File: config.mk
export PLATFORM = sky130hd
export DESIGN_NAME = adc_conversion_sequencer
export DESIGN_NICKNAME = d
export VERILOG_FILES = /design/src/adc_seq_pkg.sv /design/src/pin_sync.sv /design/src/conv_tick_divider.sv /design/src/adc_conversion_sequencer.sv
export VERILOG_INCLUDE_DIRS = /design/src
export SDC_FILE = /design/constraint.sdc
export NUM_CORES = 1
export LEC_CHECK = 0
export ABC_CLOCK_PERIOD_IN_PS = 2800
export BUFFER_PORTS_ARGS = -buffer_cell sky130_fd_sc_hd__buf_2
export CORE_MARGIN = 2
export CORE_UTILIZATION = 35
export CTS_CLUSTER_SIZE = 12
export DETAILED_ROUTE_END_ITERATION = 12
export PLACE_DENSITY_LB_ADDON = 0.12
export SYNTH_ARGS = -nofsm -noshare
export SYNTH_HDL_FRONTEND = slang
export SYNTH_SLANG_ARGS = --single-unit
File: constraint.sdc
create_clock -name clk -period 2.8 [get_ports clk]
set_clock_uncertainty 0.2 [all_clocks]
set_input_delay 0.84 -clock clk [delete_from_list [all_inputs] [get_ports clk]]
set_output_delay 0.84 -clock clk [all_outputs]
set_load 0.03 [all_outputs]
File: src/adc_seq_defines.svh
// Constants of the conversion sequencer: serial framing, register map, control fields and counts.
// Included by the sequencer, its tick divider and the pin synchroniser; holds definitions only.
`ifndef ADC_SEQ_DEFINES_SVH
`define ADC_SEQ_DEFINES_SVH

// Oscillator edges per decimation step
`define OSC_PRESCALE      448

// Decimation ratios, output-rate codes 0 to 7
`define RATIO_0           11'd1096
`define RATIO_1           11'd274
`define RATIO_2           11'd220
`define RATIO_3           11'd183
`define RATIO_4           11'd55
`define RATIO_5           11'd46
`define RATIO_6           11'd27
`define RATIO_7           11'd23

// Address byte layout
`define ABYTE_START       7
`define ABYTE_READ        6
`define ABYTE_REG         5:1
`define ABYTE_LSB         0

// Register addresses
`define REG_CTRL          5'h00
`define REG_INSEL         5'h01
`define REG_RESULT        5'h02
`define REG_OFFSET        5'h03

// Converter control word fields
`define CTRL_POWER        15
`define CTRL_RESTART      14
`define CTRL_SIGNED       13
`define CTRL_REPEAT       11
`define CTRL_RATE         7:5
`define CTRL_KIND         4:2

// Conversion kinds
`define KIND_NORMAL       3'h0
`define KIND_SYS_OFFSET   3'h1
`define KIND_SYS_GAIN     3'h2
`define KIND_SELF_OFFSET  3'h5
`define KIND_SELF_GAIN    3'h6
`define KIND_SELF_BOTH    3'h7

// Last bit index of each frame phase, then the bit counter's stop value
`define BIT_ADDR_LAST     5'd7
`define BIT_INSEL_LAST    5'd15
`define BIT_CTRL_LAST     5'd23
`define BIT_CAP           5'd24

// Conversion-cycle counts
`define FIRST_CYCLES      3'd4
`define NEXT_CYCLES       3'd1
`define CAL_CYCLES        3'd4
`define SETTLE_CYCLES     3'd5

`define SEL_OPEN_MIN      4'ha
`define UNIPOLAR_FLIP     16'h8000
`define SYNC_RESET        4'h2

`endif

File: src/adc_seq_pkg.sv
// Types shared by the conversion sequencer files.
// Assumes nothing of its surroundings.
package adc_seq_pkg;

  typedef enum logic [1:0] {
    ST_IDLE,
    ST_CONVERT,
    ST_CAL_OFFSET,
    ST_CAL_GAIN
  } convState_t;

endpackage

File: src/pin_sync.sv
// Two-flop synchroniser for the serial pins and the oscillator.
// Assumes the inputs are asynchronous to clk; bit 1 (chip select) idles high.
`timescale 1ns/1ns
`include "adc_seq_defines.svh"

module pin_sync (
  // Clock and reset
  input  wire logic       clk,
  input  wire logic       rst_n,
  // Pins in, synchronised out
  input  wire logic [3:0] din,
  output logic      [3:0] dout
);

  logic [3:0] meta_q;

  always_ff @(posedge clk) begin
    if (!rst_n) begin
      meta_q <= `SYNC_RESET;
      dout   <= `SYNC_RESET;
    end else begin
      meta_q <= din;
      dout   <= meta_q;
    end
  end

endmodule // pin_sync

File: src/conv_tick_divider.sv
// Conversion-cycle tick: one pulse per PRESCALE x ratio oscillator edges.
// Assumes oscEdge is a one-cycle pulse per synchronised oscillator rising edge.
`timescale 1ns/1ns
`include "adc_seq_defines.svh"

module conv_tick_divider #(
  parameter int unsigned PRESCALE = `OSC_PRESCALE
) (
  // Clock and reset
  input  wire logic        clk,
  input  wire logic        rst_n,
  // Control
  input  wire logic        restart,
  input  wire logic        oscEdge,
  input  wire logic [10:0] ratio,
  // Tick
  output logic             tick
);

  logic [15:0] preCnt_q;
  logic [10:0] ratioCnt_q;

  // Two chained counters avoid a 448 x ratio multiplier
  always_ff @(posedge clk) begin
    if (!rst_n || restart) begin
      preCnt_q   <= 16'h0000;
      ratioCnt_q <= 11'h000;
      tick       <= 1'b0;
    end else begin
      tick <= 1'b0;
      if (oscEdge) begin
        if (preCnt_q == 16'(PRESCALE - 1)) begin
          preCnt_q <= 16'h0000;
          if (ratioCnt_q == ratio - 11'd1) begin
            ratioCnt_q <= 11'h000;
            tick       <= 1'b1;
          end else begin
            ratioCnt_q <= ratioCnt_q + 11'd1;
          end
        end else begin
          preCnt_q <= preCnt_q + 16'h0001;
        end
      end
    end
  end

endmodule // conv_tick_divider

File: src/adc_conversion_sequencer.sv
// Conversion sequencer of a sigma-delta converter, with its 4-wire serial register port.
// Assumes a filter that presents a 24-bit two's complement sample on filterSample at each tick.
//
// Summary of operation
// - Sampling rate is oscillator frequency over 448 times decimation ratio.
// - Rate codes 0..7 map to ratios 1096,274,220,183,55,46,27,23.
// - First result after filter reset takes four cycles; repeats take one each.
// - Without filter reset a step needs up to five cycles to settle.
// - Kind 1,2 system cal; 5,6 self cal; 7 both; others normal.
// - Finished calibration clears kind, sets done, raises interrupt when unmasked.
// - Combined calibration runs offset then gain, signals done once.
// - After reset or calibration, stay idle until a start request.
// - Input-select write with quick-start restarts filter after eighth data bit.
// - Input-select read with quick-start starts at once after the address byte.
// - Host may abort a quick-start read frame early, harmlessly.
// - Quick start without repeat converts once and keeps the result.
// - Repeat mode converts until repeat or power bit is cleared.
// - Quick start sets filter-restart bit; first result clears it.
// - Input-select write without quick-start changes inputs only.
// - Powered down, both selectors are open.
// - Positive codes 0..9 select sources; other top-bit codes are open.
// - Negative codes 0..9 select sources; 1010 and above are open.
// - Input-select write takes effect at its last data bit.
// - Result holds 16 bits: unsigned when unipolar, two's complement bipolar.
// - Offset calibration stores its 24-bit value in the offset trim.
// - Control write with restart bit starts after its sixteenth bit.
// - Clearing repeat stops conversion, keeps last result, sends no filter reset.
`timescale 1ns/1ns
`include "adc_seq_defines.svh"

module adc_conversion_sequencer #(
  parameter int unsigned OSC_PRESCALE = `OSC_PRESCALE
) (
  // Clock and reset
  input  wire logic                    clk,
  input  wire logic                    rst_n,
  // Serial port
  input  wire logic                    sclk,
  input  wire logic                    csN,
  input  wire logic                    sdi,
  output logic                         sdo,
  output logic                         sdoOe,
  // Oscillator and filter
  input  wire logic                    fastOscClock,
  input  wire logic [23:0]             filterSample,
  output logic                         filterReset,
  // Status and interrupt
  input  wire logic                    doneClear,
  input  wire logic                    doneMask,
  input  wire logic                    readyPinEnable,
  output logic                         doneFlag,
  output logic                         irqOut,
  output logic                         readyOut,
  output logic                         resultSettled,
  // Input selectors
  output logic [3:0]                   posSelect,
  output logic                         posOpen,
  output logic [3:0]                   negSelect,
  output logic                         negOpen,
  output adc_seq_pkg::convState_t      convPhase
);
  import adc_seq_pkg::*;

  function automatic logic [10:0] decimationRatio(input logic [2:0] rate);
    case (rate)
      3'h0:    decimationRatio = `RATIO_0;
      3'h1:    decimationRatio = `RATIO_1;
      3'h2:    decimationRatio = `RATIO_2;
      3'h3:    decimationRatio = `RATIO_3;
      3'h4:    decimationRatio = `RATIO_4;
      3'h5:    decimationRatio = `RATIO_5;
      3'h6:    decimationRatio = `RATIO_6;
      default: decimationRatio = `RATIO_7;
    endcase
  endfunction

  function automatic convState_t kindState(input logic [2:0] kind);
    case (kind)
      `KIND_SYS_OFFSET, `KIND_SELF_OFFSET, `KIND_SELF_BOTH: kindState = ST_CAL_OFFSET;
      `KIND_SYS_GAIN, `KIND_SELF_GAIN:                      kindState = ST_CAL_GAIN;
      default:                                              kindState = ST_CONVERT;
    endcase
  endfunction

  function automatic logic selOpen(input logic [3:0] code);
    selOpen = (code >= `SEL_OPEN_MIN);
  endfunction

  // Pin synchronisation
  logic [3:0] syncOut;
  logic       sclkS;
  logic       csNS;
  logic       sdiS;
  logic       oscS;
  logic       sclkPrev_q;
  logic       oscPrev_q;
  logic       sclkRise;
  logic       sclkFall;
  logic       oscEdge;

  pin_sync u_sync (
    .clk   (clk),
    .rst_n (rst_n),
    .din   ({fastOscClock, sdi, csN, sclk}),
    .dout  (syncOut)
  );

  assign sclkS    = syncOut[0];
  assign csNS     = syncOut[1];
  assign sdiS     = syncOut[2];
  assign oscS     = syncOut[3];
  assign sclkRise = sclkS & ~sclkPrev_q & ~csNS;
  assign sclkFall = ~sclkS & sclkPrev_q & ~csNS;
  assign oscEdge  = oscS & ~oscPrev_q;

  always_ff @(posedge clk) begin
    if (!rst_n) begin
      sclkPrev_q <= 1'b0;
      oscPrev_q  <= 1'b0;
    end else begin
      sclkPrev_q <= sclkS;
      oscPrev_q  <= oscS;
    end
  end

  // Serial framing
  logic [4:0]  bitCnt_q;
  logic [23:0] shift_q;
  logic [7:0]  addr_q;
  logic        frameOk_q;
  logic        reading_q;
  logic [23:0] txShift_q;
  logic [15:0] ctrl_q;
  logic [7:0]  insel_q;
  logic [15:0] result_q;
  logic [23:0] offset_q;
  logic [7:0]  newByte;
  logic [15:0] newWord;
  logic        addrDone;
  logic        quickRead;
  logic        inselWrite;
  logic        quickWrite;
  logic        ctrlWrite;
  logic        ctrlStart;
  logic [23:0] readWord;

  assign newByte    = {shift_q[6:0], sdiS};
  assign newWord    = {shift_q[14:0], sdiS};
  assign addrDone   = sclkRise && (bitCnt_q == `BIT_ADDR_LAST);
  assign quickRead  = addrDone && newByte[`ABYTE_START] && newByte[`ABYTE_READ] && newByte[`ABYTE_LSB]
                      && (newByte[`ABYTE_REG] == `REG_INSEL);
  assign inselWrite = sclkRise && (bitCnt_q == `BIT_INSEL_LAST) && frameOk_q && !reading_q
                      && (addr_q[`ABYTE_REG] == `REG_INSEL);
  assign quickWrite = inselWrite && addr_q[`ABYTE_LSB];
  assign ctrlWrite  = sclkRise && (bitCnt_q == `BIT_CTRL_LAST) && frameOk_q && !reading_q
                      && (addr_q[`ABYTE_REG] == `REG_CTRL);
  assign ctrlStart  = ctrlWrite && newWord[`CTRL_RESTART];

  always_comb begin
    case (newByte[`ABYTE_REG])
      `REG_CTRL:   readWord = {ctrl_q, 8'h00};
      `REG_INSEL:  readWord = {insel_q, 16'h0000};
      `REG_RESULT: readWord = {result_q, 8'h00};
      `REG_OFFSET: readWord = offset_q;
      default:     readWord = 24'h000000;
    endcase
  end

  // Raising chip select at any bit simply drops the frame
  always_ff @(posedge clk) begin
    if (!rst_n || csNS) begin
      bitCnt_q  <= 5'd0;
      shift_q   <= 24'h000000;
      addr_q    <= 8'h00;
      frameOk_q <= 1'b0;
      reading_q <= 1'b0;
      txShift_q <= 24'h000000;
    end else if (sclkRise) begin
      shift_q <= {shift_q[22:0], sdiS};
      if (bitCnt_q != `BIT_CAP) begin
        bitCnt_q <= bitCnt_q + 5'd1;
      end
      if (addrDone) begin
        addr_q    <= newByte;
        frameOk_q <= newByte[`ABYTE_START];
        reading_q <= newByte[`ABYTE_START] & newByte[`ABYTE_READ];
        txShift_q <= readWord;
      end
    end else if (sclkFall && reading_q && (bitCnt_q > 5'd8)) begin
      txShift_q <= {txShift_q[22:0], 1'b0};
    end
  end

  always_ff @(posedge clk) begin
    if (!rst_n) begin
      sdo   <= 1'b0;
      sdoOe <= 1'b0;
    end else begin
      sdo   <= txShift_q[23];
      sdoOe <= ~csNS & reading_q;
    end
  end

  // Conversion engine signals
  convState_t  state_q;
  logic [2:0]  kind_q;
  logic [2:0]  rate_q;
  logic        signed_q;
  logic        repeatRun_q;
  logic        firstConv_q;
  logic [2:0]  cycCnt_q;
  logic [2:0]  settleCnt_q;
  logic [15:0] startCfg;
  logic        powerNow;
  logic        startAcc;
  logic        tick;
  logic [2:0]  target;
  logic        cycHit;
  logic        stopRun;
  logic        resultLoad;
  logic        calEnd;
  logic        calFinish;
  logic        clearRestart;

  assign startCfg     = ctrlWrite ? newWord : ctrl_q;
  assign powerNow     = ctrl_q[`CTRL_POWER];
  assign startAcc     = (quickRead || quickWrite || ctrlStart) && startCfg[`CTRL_POWER];
  assign target       = (state_q == ST_CONVERT) ? (firstConv_q ? `FIRST_CYCLES : `NEXT_CYCLES) : `CAL_CYCLES;
  assign cycHit       = tick && (cycCnt_q == target - 3'd1);
  assign stopRun      = (state_q == ST_CONVERT) && repeatRun_q && !ctrl_q[`CTRL_REPEAT];
  assign resultLoad   = (state_q == ST_CONVERT) && cycHit && powerNow && !stopRun && !startAcc;
  assign calEnd       = ((state_q == ST_CAL_OFFSET) || (state_q == ST_CAL_GAIN)) && cycHit && powerNow && !startAcc;
  assign calFinish    = calEnd && ((state_q == ST_CAL_GAIN) || (kind_q != `KIND_SELF_BOTH));
  assign clearRestart = (resultLoad && firstConv_q) || calFinish;

  conv_tick_divider #(
    .PRESCALE (OSC_PRESCALE)
  ) u_div (
    .clk     (clk),
    .rst_n   (rst_n),
    .restart (startAcc),
    .oscEdge (oscEdge),
    .ratio   (decimationRatio(rate_q)),
    .tick    (tick)
  );

  // Control word; hardware writes the restart and kind fields back
  always_ff @(posedge clk) begin
    if (!rst_n) begin
      ctrl_q <= 16'h0000;
    end else if (ctrlWrite) begin
      ctrl_q <= newWord;
    end else begin
      if (quickRead || quickWrite) begin
        ctrl_q[`CTRL_RESTART] <= 1'b1;
      end
      if (clearRestart) begin
        ctrl_q[`CTRL_RESTART] <= 1'b0;
      end
      if (calFinish) begin
        ctrl_q[`CTRL_KIND] <= `KIND_NORMAL;
      end
    end
  end

  always_ff @(posedge clk) begin
    if (!rst_n) begin
      insel_q <= 8'h00;
    end else if (inselWrite) begin
      insel_q <= newByte;
    end
  end

  // Rate, kind, sign and repeat latch at start; power and a cleared repeat bit act at once, other control writes apply with the next start
  always_ff @(posedge clk) begin
    if (!rst_n) begin
      state_q     <= ST_IDLE;
      kind_q      <= `KIND_NORMAL;
      rate_q      <= 3'h0;
      signed_q    <= 1'b0;
      repeatRun_q <= 1'b0;
      firstConv_q <= 1'b0;
      cycCnt_q    <= 3'd0;
      filterReset <= 1'b0;
    end else begin
      filterReset <= 1'b0;
      if (startAcc) begin
        kind_q      <= startCfg[`CTRL_KIND];
        rate_q      <= startCfg[`CTRL_RATE];
        signed_q    <= startCfg[`CTRL_SIGNED];
        repeatRun_q <= startCfg[`CTRL_REPEAT];
        firstConv_q <= 1'b1;
        cycCnt_q    <= 3'd0;
        filterReset <= 1'b1;
        state_q     <= kindState(startCfg[`CTRL_KIND]);
      end else if (!powerNow) begin
        state_q <= ST_IDLE;
      end else begin
        case (state_q)
          ST_IDLE: begin
            cycCnt_q <= 3'd0;
          end
          ST_CONVERT: begin
            if (stopRun) begin
              state_q <= ST_IDLE;
            end else if (cycHit) begin
              cycCnt_q    <= 3'd0;
              firstConv_q <= 1'b0;
              if (!repeatRun_q) begin
                state_q <= ST_IDLE;
              end
            end else if (tick) begin
              cycCnt_q <= cycCnt_q + 3'd1;
            end
          end
          ST_CAL_OFFSET: begin
            if (cycHit) begin
              cycCnt_q <= 3'd0;
              state_q  <= (kind_q == `KIND_SELF_BOTH) ? ST_CAL_GAIN : ST_IDLE;
            end else if (tick) begin
              cycCnt_q <= cycCnt_q + 3'd1;
            end
          end
          ST_CAL_GAIN: begin
            if (cycHit) begin
              cycCnt_q <= 3'd0;
              state_q  <= ST_IDLE;
            end else if (tick) begin
              cycCnt_q <= cycCnt_q + 3'd1;
            end
          end
          default: state_q <= ST_IDLE;
        endcase
      end
    end
  end

  assign convPhase = state_q;

  always_ff @(posedge clk) begin
    if (!rst_n) begin
      result_q <= 16'h0000;
      offset_q <= 24'h000000;
    end else begin
      if (resultLoad) begin
        result_q <= signed_q ? filterSample[23:8] : (filterSample[23:8] ^ `UNIPOLAR_FLIP);
      end
      if (calEnd && (state_q == ST_CAL_OFFSET)) begin
        offset_q <= filterSample;
      end
    end
  end

  // Input change without filter reset: results flagged unsettled for a while
  always_ff @(posedge clk) begin
    if (!rst_n || startAcc) begin
      settleCnt_q   <= 3'd0;
      resultSettled <= 1'b0;
    end else begin
      if (inselWrite && (state_q == ST_CONVERT)) begin
        settleCnt_q <= `SETTLE_CYCLES;
      end else if (resultLoad && (settleCnt_q != 3'd0)) begin
        settleCnt_q <= settleCnt_q - 3'd1;
      end
      if (resultLoad) begin
        resultSettled <= (settleCnt_q <= 3'd1);
      end
    end
  end

  // Done flag: a new event wins over a clear in the same cycle
  always_ff @(posedge clk) begin
    if (!rst_n) begin
      doneFlag <= 1'b0;
      irqOut   <= 1'b0;
      readyOut <= 1'b0;
    end else begin
      if (resultLoad || calFinish) begin
        doneFlag <= 1'b1;
      end else if (doneClear) begin
        doneFlag <= 1'b0;
      end
      irqOut   <= doneFlag & doneMask;
      readyOut <= doneFlag & doneMask & readyPinEnable;
    end
  end

  always_ff @(posedge clk) begin
    if (!rst_n) begin
      posSelect <= 4'h0;
      negSelect <= 4'h0;
      posOpen   <= 1'b1;
      negOpen   <= 1'b1;
    end else begin
      posSelect <= insel_q[7:4];
      negSelect <= insel_q[3:0];
      posOpen   <= !powerNow || selOpen(insel_q[7:4]);
      negOpen   <= !powerNow || selOpen(insel_q[3:0]);
    end
  end

  // Checks
  logic [2:0] ticksSince_q;
  always_ff @(posedge clk) begin
    if (!rst_n || startAcc) begin
      ticksSince_q <= 3'd0;
    end else if (tick && (ticksSince_q != 3'd7)) begin
      ticksSince_q <= ticksSince_q + 3'd1;
    end
  end
endmodule // adc_conversion_sequencer

# ---- Word-level counts from Yosys, hierarchy flattened
# Cells that the tools add are included.
dict set report totals {
  ff_bits 188
  mem_bits_rw 0
  input_bits 33
  output_inout_bits 19
  mem_bits_ro 0
  mem_count 0
  latch_bits 0
}
dict set report classes {
  n_eq_ne 35
  order_cmp 4
  div 0
  reduce_logical 75
  mux 41
  n_bitwise 17
  n_shift 0
  addsub 7
  n_mul 0
}
# op n
set ops {}
lappend ops {{$pmux W24 S4} 1}
lappend ops {{$pmux W11 S7} 1}
lappend ops {{$mux W24} 3}
lappend ops {{$mux W16} 3}
lappend ops {{$logic_and A1 B1 Y1} 33}
lappend ops {{$mux W3} 9}
lappend ops {{$eq A3 B3 Y1 const B} 7}
lappend ops {{$add A16 B1 Y16 const B} 1}
lappend ops {{$eq A16 B9 Y1 const B} 1}
lappend ops {{$mux W2} 8}
lappend ops {{$ne A5 B5 Y1 const B} 3}
lappend ops {{$reduce_bool A2 Y1} 7}
lappend ops {{$mux W1} 12}
lappend ops {{$add A11 B1 Y11 const B} 1}
lappend ops {{$eq A11 B11 Y1} 1}
lappend ops {{$mux W11} 1}
lappend ops {{$sub A11 B1 Y11 const B} 1}
lappend ops {{$eq A5 B1 Y1 const B} 2}
lappend ops {{$eq A5 B2 Y1 const B} 2}
lappend ops {{$logic_not A5 Y1} 2}
lappend ops {{$logic_or A1 B1 Y1} 10}
lappend ops {{$reduce_and A2 Y1} 5}
lappend ops {{$and A1 B1 Y1} 9}
lappend ops {{$eq A3 B2 Y1 const B} 3}
lappend ops {{30 further kinds} 53}

# ---- Logic depth before layout (Yosys ltp)
# Gate-level depths: netlist (run 1).
dict set report depth {
  word_depth 17
  ltp_mapped 13
}

# ---- By module
# Synthesis (run 1) repeated with hierarchy kept, for this count alone.
dict set report unflattened {
  hier_cells 978
  hier_area_um2 8727.1
}
# module cells_each n_inst area_per_inst_um2 seq_area_each_um2
set modules_own_cells {}
lappend modules_own_cells {adc_conversion_sequencer 756 1 6835.3 3042.9}
lappend modules_own_cells {conv_tick_divider 206 1 1681.6 560.5}
lappend modules_own_cells {pin_sync 16 1 210.2 160.2}

# ---- Worst setup path after synthesis (run 1)
# No wires, ideal clock.
dict set report synth_path {
  kind {register to register}
  startpoint {reg bitCnt_q[0]}
  endpoint {reg offset_q[10]}
  t_arrival_ns 2.241
  path_stages_with_launch 14
  setup_slack_ns 0.241
  setup_time_ns 0.118
  synth_period_minus_slack_ns 2.559
  path_cell_list {dfxtp_1 > ha_1 > nand2_1 > nor2_1 > ha_1 > nand2_1 > nor4_1 > clkbuf_4 > a32oi_4 > a2bb2oi_2 > or3_1 > buf_6 > buf_12 > mux2i_1}
}
dict set report synth_via {
  elab_chain_cells 12
}
# item line_no
set synth_lines {}
lappend synth_lines {{from (decl)} adc_conversion_sequencer.sv:127} ;# logic [4:0] bitCnt_q;
lappend synth_lines {{from (signal assigned)} adc_conversion_sequencer.sv:181} ;# bitCnt_q <= bitCnt_q + 5'd1;
lappend synth_lines {{$eq A5 B3 Y1 (no source line) / $eq A5 B4 Y1 (equally long branches)} --}
lappend synth_lines {{$logic_and A1 B1 Y1 (on tied branches)} {adc_conversion_sequencer.sv:149, adc_conversion_sequencer.sv:152}}
lappend synth_lines {{$logic_and A1 B1 Y1 (on tied branches) (3 in a row)} {adc_conversion_sequencer.sv:150, adc_conversion_sequencer.sv:152}}
lappend synth_lines {{$logic_and A1 B1 Y1 (on tied branches)} {adc_conversion_sequencer.sv:150, adc_conversion_sequencer.sv:154}}
lappend synth_lines {{$logic_or A1 B1 Y1 (2 in a row)} adc_conversion_sequencer.sv:227} ;# assign startAcc = (quickRead || quickWrite || ctrlStart) && startCfg[`CTRL_POWER];
lappend synth_lines {{$logic_and A1 B1 Y1 (*)} adc_conversion_sequencer.sv:227}
lappend synth_lines {{$logic_not A1 Y1 (*)} adc_conversion_sequencer.sv:232} ;# assign calEnd = ((state_q == ST_CAL_OFFSET) || (state_q == ST_CAL_GAIN)) && cycHit && powerNow && !startAcc;
lappend synth_lines {{$logic_and A1 B1 Y1 (*)} adc_conversion_sequencer.sv:232}
lappend synth_lines {{$logic_and A1 B1 Y1 (*)} adc_conversion_sequencer.sv:348} ;# if (calEnd && (state_q == ST_CAL_OFFSET)) begin
lappend synth_lines {{to (signal assigned)} adc_conversion_sequencer.sv:349} ;# offset_q <= filterSample;
lappend synth_lines {{to (decl)} adc_conversion_sequencer.sv:136} ;# logic [23:0] offset_q;
# Every way passes the cells marked *; elsewhere a longest branch is shown, timed or not.
# A chain may end at the register's enable or synchronous reset.

# ---- Worst setup path in the final report (run 1)
dict set report layout_path {
  startpoint {reg u_sync.dout[0]}
  endpoint {reg offset_q[5]}
}
dict set report layout_via {
  elab_chain_cells 13
}
# item line_no
set layout_lines {}
lappend layout_lines {{from (decl)} pin_sync.sv:12} ;# output logic [3:0] dout
lappend layout_lines {{from (signal assigned)} pin_sync.sv:20} ;# dout <= `SYNC_RESET;
lappend layout_lines {{from (signal assigned)} pin_sync.sv:23} ;# dout <= meta_q;
lappend layout_lines {{$and A1 B1 Y1 (*) (2 in a row)} adc_conversion_sequencer.sv:112} ;# assign sclkRise = sclkS & ~sclkPrev_q & ~csNS;
lappend layout_lines {{$logic_and A1 B1 Y1 (on tied branches)} {adc_conversion_sequencer.sv:149, adc_conversion_sequencer.sv:152}}
lappend layout_lines {{$logic_and A1 B1 Y1 (on tied branches) (3 in a row)} {adc_conversion_sequencer.sv:150, adc_conversion_sequencer.sv:152}}
lappend layout_lines {{$logic_and A1 B1 Y1 (on tied branches)} {adc_conversion_sequencer.sv:150, adc_conversion_sequencer.sv:154}}
lappend layout_lines {{$logic_or A1 B1 Y1 (2 in a row)} adc_conversion_sequencer.sv:227}
lappend layout_lines {{$logic_and A1 B1 Y1 (*)} adc_conversion_sequencer.sv:227}
lappend layout_lines {{$logic_not A1 Y1 (*)} adc_conversion_sequencer.sv:232}
lappend layout_lines {{$logic_and A1 B1 Y1 (*)} adc_conversion_sequencer.sv:232}
lappend layout_lines {{$logic_and A1 B1 Y1 (*)} adc_conversion_sequencer.sv:348}
# Marks and branches as above.

==> results of run 1 <==
-- what timing repair did --
| action | 4_1_cts | 5_1_grt |
|---|---|---|
| gates resized for setup | 0 | 2 |
| setup endpoints to repair | 0 | 44 |
| hold buffers | 0 | 0 |
| setup buffers | 0 | 2 |
-- path summary, 6_finish.rpt --
check                                      end  slack, ns  cells after the start
worst max-delay path               offset_q[5]       0.19                      7
worst min-delay path            u_sync.dout[1]       0.21                      1
worst max register to register     offset_q[5]       0.19                      7
worst min register to register  u_sync.dout[1]       0.21                      1
-- critical path: cells and delay by family (launching register included) --
kind	cells	cell delay, ns
AO/OA/AOI/OAI	2	0.30
buffers and inverters	1	0.20
flip-flops	1	0.36
multiplexers	1	0.14
AND/OR/NAND/NOR	3	1.29
-- registers in the layout, summed over array words and instances (netlist names), 4 cells and up --
register          flops
u_sync.meta_q         4
posSelect             4
insel_q               8
u_div.preCnt_q       16
addr_q                6
bitCnt_q              5
shift_q              15
txShift_q            24
u_div.ratioCnt_q     11
negSelect             4
offset_q             24
ctrl_q               16
u_sync.dout           4
result_q             16
-- logic make-up (layout without fill, tap and decap cells) --
| group | count (synthesis) | after routing | share of synthesized area [%] |
|---|---|---|---|
| and+or+nand+nor | 389 | 389 | 22.14 |
| AOI/OAI and AO/OA | 159 | 159 | 12.56 |
| muxes | 77 | 77 | 10.49 |
| adders and majority gates | 10 | 10 | 1.508 |
| xor gates and xnor gates | 31 | 31 | 3.272 |
| DFF | 188 | 188 | 45.36 |
| buffers and inverters | 77 | 142 | 4.674 |
-- stage by stage --
step / setup slack (ns) / TNS [ns] / total power, mW / hold slack, ns
2_1_floorplan: 0.2413 / 0 / 2.806 / 0.1863
3_3_place_gp: 0.2133 / 0 / 2.859 / 0.2160
3_5_place_dp: 0.1291 / 0 / 2.858 / 0.2003
4_1_cts: 0.1087 / 0 / 5.311 / 0.2180
5_1_grt: -0.0005986 / -0.0005986 / 5.431 / 0.2441
6_report: 0.1873 / 0 / 5.238 / 0.2109
-- cell usage in the layout, fill, tap and decap left out, types with 5 or more instances in the layout --
master       n
a211oi_1    25
nand2_1    164
ha_1        10
buf_12       5
o21ai_0     26
buf_4       37
buf_2       50
mux2i_1     69
a22oi_1     24
dfxtp_1    188
mux4_2       8
xor2_1      13
xnor2_1     18
and3_1       7
nand3_1     28
and2_1      22
nand2b_1    10
nor3_1      17
nor2b_1      8
nor2_1      88
o31ai_1      5
clkbuf_16   17
nand4_1      9
a21oi_1     55
inv_1       17
-- power breakdown --
part	total, mW	leakage, nW	switching, mW	internal (mW)
Sequential	2.68	1.52	0.00481	2.68
Combinational	0.110	1.80	0.0702	0.0396
Clock	2.44	0.294	1.15	1.29
-- layout make-up --
class / instances / area (um^2)
Fill cell: 2403 / 13770
Multi-Input combinational cell: 666 / 4182
Sequential cell: 188 / 3764
Timing Repair Buffer: 92 / 628.1
Clock buffer: 18 / 439.2
Tap cell: 319 / 399.1
Clock inverter: 14 / 151.4
Inverter: 18 / 67.56
-- routing by layer --
layer | vias to the layer above | part of all wire [%] | track usage, %
li1 | 3314 | - | -
met1 | 3016 | 50 | 22.98
met2 | 78 | 46 | 26.79
met3 | 11 | 2.7 | 2.902
met4 | 0 | 0.75 | 4.118
met5 | - | 0 | 0
==> run summary, run 1 <==
Total Routing Usage GR: 16.58%
share of the synthesized area in the top cell type: 45.36%
CP max stage cell: or3b_1
remaining antenna violation count: 0
flops & latches, synth: 188
CP Capture Type: flip-flop
Crit Path Max Fanout: 24
CP Launch Point: u_sync.dout[0]
# DRC: 0
Distinct cells, synth: 66
Clock Latency Late Sink: 0.43 ns
Starting Density: 35.46%
final setup vio count: 0
n_diodes: 0
area leader, netlist: dfxtp_1
CTS Buf Count: 17
htree depth: 4
most common cell in the netlist: dfxtp_1
CP arrival: 2.73 ns
EDFF count, synth: 0
Post-Route WL: 19760 um
largest net degree at the start of global routing: 49
Longest Clk Path Bufs: 2
share of layout cells above drive strength 1: 15.26%
vias per inst: 4.881
FFs w/ async S/R, synth: 0%
Post-Syn Instances: 931
GRT overflow: 0
core area: 23400 um^2
synth warn: 0
First-pass DRT Iterations: 4
Nets: 1026
worst path required time: 2.92 ns
sequential area share after synthesis: 45.36%
die height: 158.0 um
IO Pins: 52
clock-pin slew of the registers on the worst-case setup and hold paths: 0.07 ns
iteration-0 DRC count of the detailed router: 385
largest cells by area after synthesis: dfxtp_1 (45%), mux2i_1 (8.3%), nand2_1 (7.4%)
CTS root buffer: clkbuf_16
Hold Crit Class: reg2reg
predominant post-synthesis flop cell: dfxtp_1
Max Slew Vio Count: 0
clk sinks: 188
Placed Cells: 1281
unrepaired setup endpoints after global routing: yes
port bufs: 51
row cnt: 56
run status: complete, no violations
Tcrit/Tclk final: 93.31%
Leak: 3.614 nW
synthesized area per cell: 8.913 um^2
startpoint types: flip-flop
die span in x: 158.0 um
Max VDD drop: 0.0003295 V
Setup CP Type: reg2reg
r2r startpoint: u_sync.dout[0]
Final GP Congestion: 0.7784
DP Area: 9011 um^2
Least-Margin Pin Slew: 0.5828 ns
Max-cap violations: 0
synthesized cell area: 8298 um^2
Syn-to-layout area delta: 16.06%
Design Area, Final: 9630 um^2
CTS tree: done
crit-path max cell delay: 0.57 ns
Die ar.: 24960 um^2
vias in the first global route: 6079
HP Start: u_sync.meta_q[1]
first-pass GRT wire length: 32510 um
Post-synth top cells: dfxtp_1 (188), nand2_1 (164), nor2_1 (88)
Via Count: 6419
count of final hold-check violations: 0
Post-Layout Cell Count: 1315
initial antenna violation count: 0
Finished Core Util: 41.15%
Syn Nets: 974
HPWL after DPL: 13330 um
Final min period: 2.613 ns
slew margin rel.: 60.85%
wire length per cell: 15.03 um
crit-path cells: or3b_1 -> nor4_4 -> a21oi_2 -> a2bb2oi_2 -> or3_1 -> buf_12 -> mux2i_1
PD cells: 543.9 nW/um^2
maximum clock rate: 382.7 MHz
Power figures use the tool's default switching activity.
==> inputs of run 2 (changes only) <==
- CORE_MARGIN: 2 -> 5
==> run summary, run 2 (same netlist as run 1, synthesis figures left out) <==
run status: complete, no violations
HP Start: u_sync.meta_q[1]
Net Switching: 1.224 mW (-0.49%)
Worst Reg-to-Reg Cells: 10 (+3)
first-pass GRT wire length: 33380 um (+2.7%)
# DRC: 0 (unchanged)
First-pass DRT Iterations: 5 (+1)
setup ws final: 0.2040 ns (+0.01679 ns)
port bufs: 51 (unchanged)
Net Sw Frac: 23.52% (+0.037 points)
remaining antenna violation count: 0 (unchanged)
CTS Buf Count: 17 (unchanged)
maximum clock rate: 385.2 MHz (+0.65%)
final setup vio count: 0 (unchanged)
Die ar.: 26890 um^2 (+7.7%)
IO Pins: 52 (unchanged)
CTS tree: done
most frequent cells in the layout: dfxtp_1 (188), nand2_1 (164), nor2_1 (88)
Final GP Congestion: 0.7742 (-0.54%)
r2r setup slk: 0.20 ns (+0.02 ns)
Clock Latency Late Sink: 0.43 ns (about the same)
Comb pwr share: 2.1% (about the same)
n_diodes: 0 (unchanged)
Syn-to-layout area delta: 15.50%
busiest grt layer: met2
Setup CP Type: reg2reg
Hold Crit Class: reg2reg
largest net degree at the start of global routing: 54 (+10%)
Total Routing Usage GR: 15.43% (-1.1 points)
Nets: 1023 (-0.29%)
Longest Clk Path Bufs: 2 (unchanged)
DP Area: 8991 um^2 (-0.22%)
count of final hold-check violations: 0 (unchanged)
pre-CTS WS: 0.2014 ns (+0.07234 ns)
Post-CTS Hold Fix Bufs: 0 (unchanged)
die span in x: 164.0 um (+3.8%)
GRT overflow: 0 (unchanged)
Least-Margin Pin Slew: 0.6062 ns (+0.02339 ns)
Clock power frac: 46.3% (-0.4 points)
share of layout cells above drive strength 1: 15.02% (-0.24 points)
Finished Core Util: 40.95% (-0.20 points)
slew margin rel.: 59.22% (-1.6 points)
CTS root buffer: clkbuf_16
Hold Crit Depth: 1 (unchanged)
startpoint types: flip-flop
CP Capture Type: flip-flop
P_int: 3.980 mW (-0.69%)
TNS Setup: 0 ns (unchanged)
Tcrit/Tclk final: 92.71% (-0.60 points)
r2r startpoint: rate_q[2]
GR Util met3: 2.760% (-0.14 points)
wire length per cell: 15.26 um (+1.5%)
RR Endpoint: u_div.tick
row cnt: 56 (unchanged)
Sequential Power Share: 51.6% (+0.4 points)
Regs by FF count: offset_q (24), txShift_q (24)
Via Count: 6470 (+0.79%)
Post-Layout Cell Count: 1311 (-0.30%)
met1 usage: 21.52% (-1.5 points)
Hold Path End: u_sync.dout[1]
Design Area, Final: 9584 um^2 (-0.48%)
htree depth: 4 (unchanged)
core area: 23400 um^2 (unchanged)
unrepaired setup endpoints after global routing: no
Crit Path Max Fanout: 9 (-63%)
Max Slew Vio Count: 0 (unchanged)
Leak: 3.584 nW (-0.84%)
Max VDD drop: 0.0002758 V (-16%)
Post-Route WL: 20000 um (+1.2%)
die height: 164.0 um (+3.8%)
initial antenna violation count: 0 (unchanged)
clock-pin slew of the registers on the worst-case setup and hold paths: 0.07 ns (about the same)
Hold WS: 0.2243 ns (+0.01333 ns)
vias in the first global route: 6314 (+3.9%)
vias per inst: 4.935 (+1.1%)
CP arrival: 2.71 ns (-0.02 ns)
HPWL after DPL: 13430 um (+0.77%)
Max-cap violations: 0 (unchanged)
clk sinks: 188 (unchanged)
PD cells: 543.0 nW/um^2 (-0.16%)
Overall Power: 5.204 mW (-0.64%)
Placed Cells: 1280 (-0.078%)
met2 Use GR: 24.54% (-2.3 points)
commonest non-fill, non-tap cell in the layout: dfxtp_1
iteration-0 DRC count of the detailed router: 401 (+4.2%)
worst path required time: 2.92 ns (about the same)
Final min period: 2.596 ns (-0.01679 ns)
Starting Density: 35.46% (unchanged)
-- run 2: final cells by class --
cell class,instances,area (um^2)
clock buffer,17,425.4
clock inverter,14,151.4
fill,2408,13820
inverter,18,67.56
multi-input combinational,666,4184
sequential,188,3764
tap,319,399.1
timing repair buffer,89,593.1
-- run 2: metal layers --
metal | vias up | wire length [um]
li1 | 3330 | -
met1 | 3048 | 10140
met5 | - | 0
met3 | 8 | 618
met2 | 84 | 9091
met4 | 0 | 155
-- run 2: timing repair --
action                     4_1_cts  5_1_grt
setup endpoints to repair        0       17
resized for setup                0        3
setup buffers                    0        0
-- run 2: worst max-delay path by stage --
stage	endpoint	start
floorplan	offset_q[10]	bitCnt_q[0]
global placement	u_div.tick	rate_q[1]
detailed placement	offset_q[5]	u_sync.dout[0]
CTS	offset_q[6]	u_sync.dout[0]
global route	u_div.ratioCnt_q[7]	rate_q[2]
finish	u_div.tick	rate_q[2]
-- run 2: power groups by stage --
| stage | clock, mW | combinational [mW] | sequential, mW |
|---|---|---|---|
| final | 2.41 | 0.110 | 2.68 |
| after CTS | 2.49 | 0.112 | 2.68 |
| after global routing | 2.60 | 0.123 | 2.68 |
| after floorplan | 0 | 0.0626 | 2.74 |
| after detailed placement | 0 | 0.112 | 2.75 |
| after global placement | 0 | 0.113 | 2.75 |
-- run 2: worst max-delay path, cell delays in order (launching register included) --
cell      delay, ns
dfxtp_1        0.50
or2_2          0.20
o21ai_0        0.08
ha_1           0.24
nor3b_2        0.18
o21bai_1       0.16
a221o_1        0.35
nand4_1        0.20
nor3_2         0.05
buf_4          0.19
nor2b_1        0.13
==> inputs of run 3 (changes only) <==
- BUFFER_PORTS_ARGS: -buffer_cell sky130_fd_sc_hd__buf_2 -> default
- CTS_BUF_LIST: default -> sky130_fd_sc_hd__clkbuf_16
- DONT_BUFFER_PORTS: default -> 1
==> run summary, run 3 (same netlist as run 1, synthesis figures left out) <==
n_diodes: 0 (unchanged)
final setup vio count: 0 (unchanged)
vias per inst: 4.990 (+1.1%)
DP Area: 8721 um^2 (-3.0%)
iteration-0 DRC count of the detailed router: 347 (-13%)
commonest non-fill, non-tap cell in the layout: dfxtp_1
count of final hold-check violations: 0 (unchanged)
core area: 23400 um^2 (unchanged)
Via Count: 6292 (-2.8%)
die span in x: 164.0 um (unchanged)
Hold Crit Depth: 1 (unchanged)
Post-CTS Setup Bufs: 0 (unchanged)
slew margin rel.: 60.33% (+1.1 points)
Die ar.: 26890 um^2 (unchanged)
P_int: 3.870 mW (-2.8%)
port bufs: 0 (-100%)
unrepaired setup endpoints after global routing: yes
row cnt: 56 (unchanged)
Comb pwr share: 1.2% (-0.9 points)
PD cells: 544.0 nW/um^2 (+0.18%)
worst path required time: 2.94 ns (+0.02 ns)
Final GP Congestion: 0.7598 (-1.9%)
Crit Path Max Fanout: 11 (+2)
HPWL after DPL: 13390 um (-0.33%)
Longest Clk Path Bufs: 2 (unchanged)
largest net degree at the start of global routing: 100 (+85%)
GRT overflow: 0 (unchanged)
clock-pin slew of the registers on the worst-case setup and hold paths: 0.07 ns (about the same)
first-pass GRT wire length: 32650 um (-2.2%)
Clock power frac: 45.7% (-0.6 points)
Design Area, Final: 9289 um^2 (-3.1%)
Hold WS: 0.2136 ns (-0.01063 ns)
First-pass DRT Iterations: 6 (+1)
CP arrival: 2.73 ns (+0.02 ns)
PostCTS Resize Cnt: 0 (unchanged)
most frequent cells in the layout: dfxtp_1 (188), nand2_1 (164), nor2_1 (88)
remaining antenna violation count: 0 (unchanged)
Regs by FF count: offset_q (24), txShift_q (24)
Leak: 3.349 nW (-6.6%)
Sequential Power Share: 53.1% (+1.5 points)
Worst Reg-to-Reg Cells: 9 (-1)
Max Slew Vio Count: 0 (unchanged)
Post-Route WL: 19830 um (-0.86%)
Least-Margin Pin Slew: 0.5950 ns (-0.01117 ns)
htree depth: 4 (unchanged)
Clock Latency Late Sink: 0.43 ns (about the same)
CTS tree: done
Hold Crit Class: reg2reg
TNS Setup: 0 ns (unchanged)
RR Endpoint: u_div.ratioCnt_q[10]
Net Sw Frac: 23.41% (-0.10 points)
vias in the first global route: 6173 (-2.2%)
r2r setup slk: 0.21 ns (about the same)
Max-cap violations: 0 (unchanged)
Net Switching: 1.183 mW (-3.3%)
HP Start: u_sync.meta_q[1]
CP Capture Type: flip-flop
Starting Density: 35.46% (unchanged)
run status: complete, no violations
r2r startpoint: rate_q[0]
CP Launch Point: rate_q[0]
share of layout cells above drive strength 1: 10.19% (-4.8 points)
initial antenna violation count: 0 (unchanged)
Setup CP Type: reg2reg
die height: 164.0 um (unchanged)
IO Pins: 52 (unchanged)
Post-CTS Hold Fix Bufs: 0 (unchanged)
Max VDD drop: 0.0002786 V (+1.0%)
maximum clock rate: 386.1 MHz (+0.22%)
Hold Path End: u_sync.dout[1]
wire length per cell: 15.73 um (+3.1%)
clk sinks: 188 (unchanged)
Total Routing Usage GR: 15.33% (-0.10 points)
Final min period: 2.590 ns (-0.005769 ns)
startpoint types: flip-flop
CTS root buffer: clkbuf_16
Nets: 972 (-5.0%)
Tcrit/Tclk final: 92.51% (-0.21 points)
CTS Buf Count: 17 (unchanged)
Syn-to-layout area delta: 11.94%
# DRC: 0 (unchanged)
-- run 3: power groups by stage --
| stage | Sequential (mW) | Combinational [mW] | Clock [mW] |
|---|---|---|---|
| global route | 2.68 | 0.0678 | 2.51 |
| global placement | 2.75 | 0.0627 | 0 |
| floorplan | 2.74 | 0.0626 | 0 |
| detailed placement | 2.75 | 0.0617 | 0 |
| CTS | 2.68 | 0.0617 | 2.39 |
| finish | 2.68 | 0.0596 | 2.31 |
-- run 3: worst max path at each step --
stage                                       to  cells past startpoint
final                     u_div.ratioCnt_q[10]                      9
after global routing       u_div.ratioCnt_q[9]                      7
after CTS                 u_div.ratioCnt_q[10]                      7
after detailed placement  u_div.ratioCnt_q[10]                      7
after global placement     u_div.ratioCnt_q[7]                      7
after floorplan                   offset_q[10]                     13
-- run 3: cell type report --
class / instances / area [um^2]
Clock inverter: 15 / 137.6
Clock buffer: 17 / 425.4
Fill cell: 2390 / 14110
Tap cell: 319 / 399.1
Inverter: 18 / 67.56
Multi-Input combinational cell: 666 / 4173
Sequential cell: 188 / 3764
Timing Repair Buffer: 38 / 322.8
-- run 3: critical path: stages (launching register included) --
cell and delay (ns):
dfxtp_1 0.55, o21ai_0 0.16, ha_1 0.25, nor3b_2 0.17, o21bai_1 0.17, a221o_1 0.35, nand4_1 0.25, nor3_2 0.06
buf_4 0.18, nor3_1 0.17
-- run 3: routing by layer --
| layer | track usage, % | part of all wire (%) | vias to the layer above |
|---|---|---|---|
| met1 | 20.95 | 49 | 2961 |
| li1 | - | - | 3219 |
| met3 | 3.388 | 3.7 | 20 |
| met2 | 24.43 | 46 | 92 |
| met4 | 4.422 | 1.3 | 0 |
| met5 | 0 | 0 | - |
-- run 3: stage by stage --
| step | power (mW) | util [%] | setup WS, ns | cells |
|---|---|---|---|---|
| 5_1_grt | 5.261 | 39.69 | -0.04815 | 1261 |
| 2_1_floorplan | 2.806 | - | 0.2413 | 931 |
| 4_1_cts | 5.137 | 39.67 | 0.1376 | 1261 |
| 6_report | 5.053 | 39.69 | 0.2098 | 1261 |
| 3_5_place_dp | 2.808 | 37.26 | 0.1637 | 1229 |
| 3_3_place_gp | 2.808 | 37.26 | 0.1996 | 1229 |
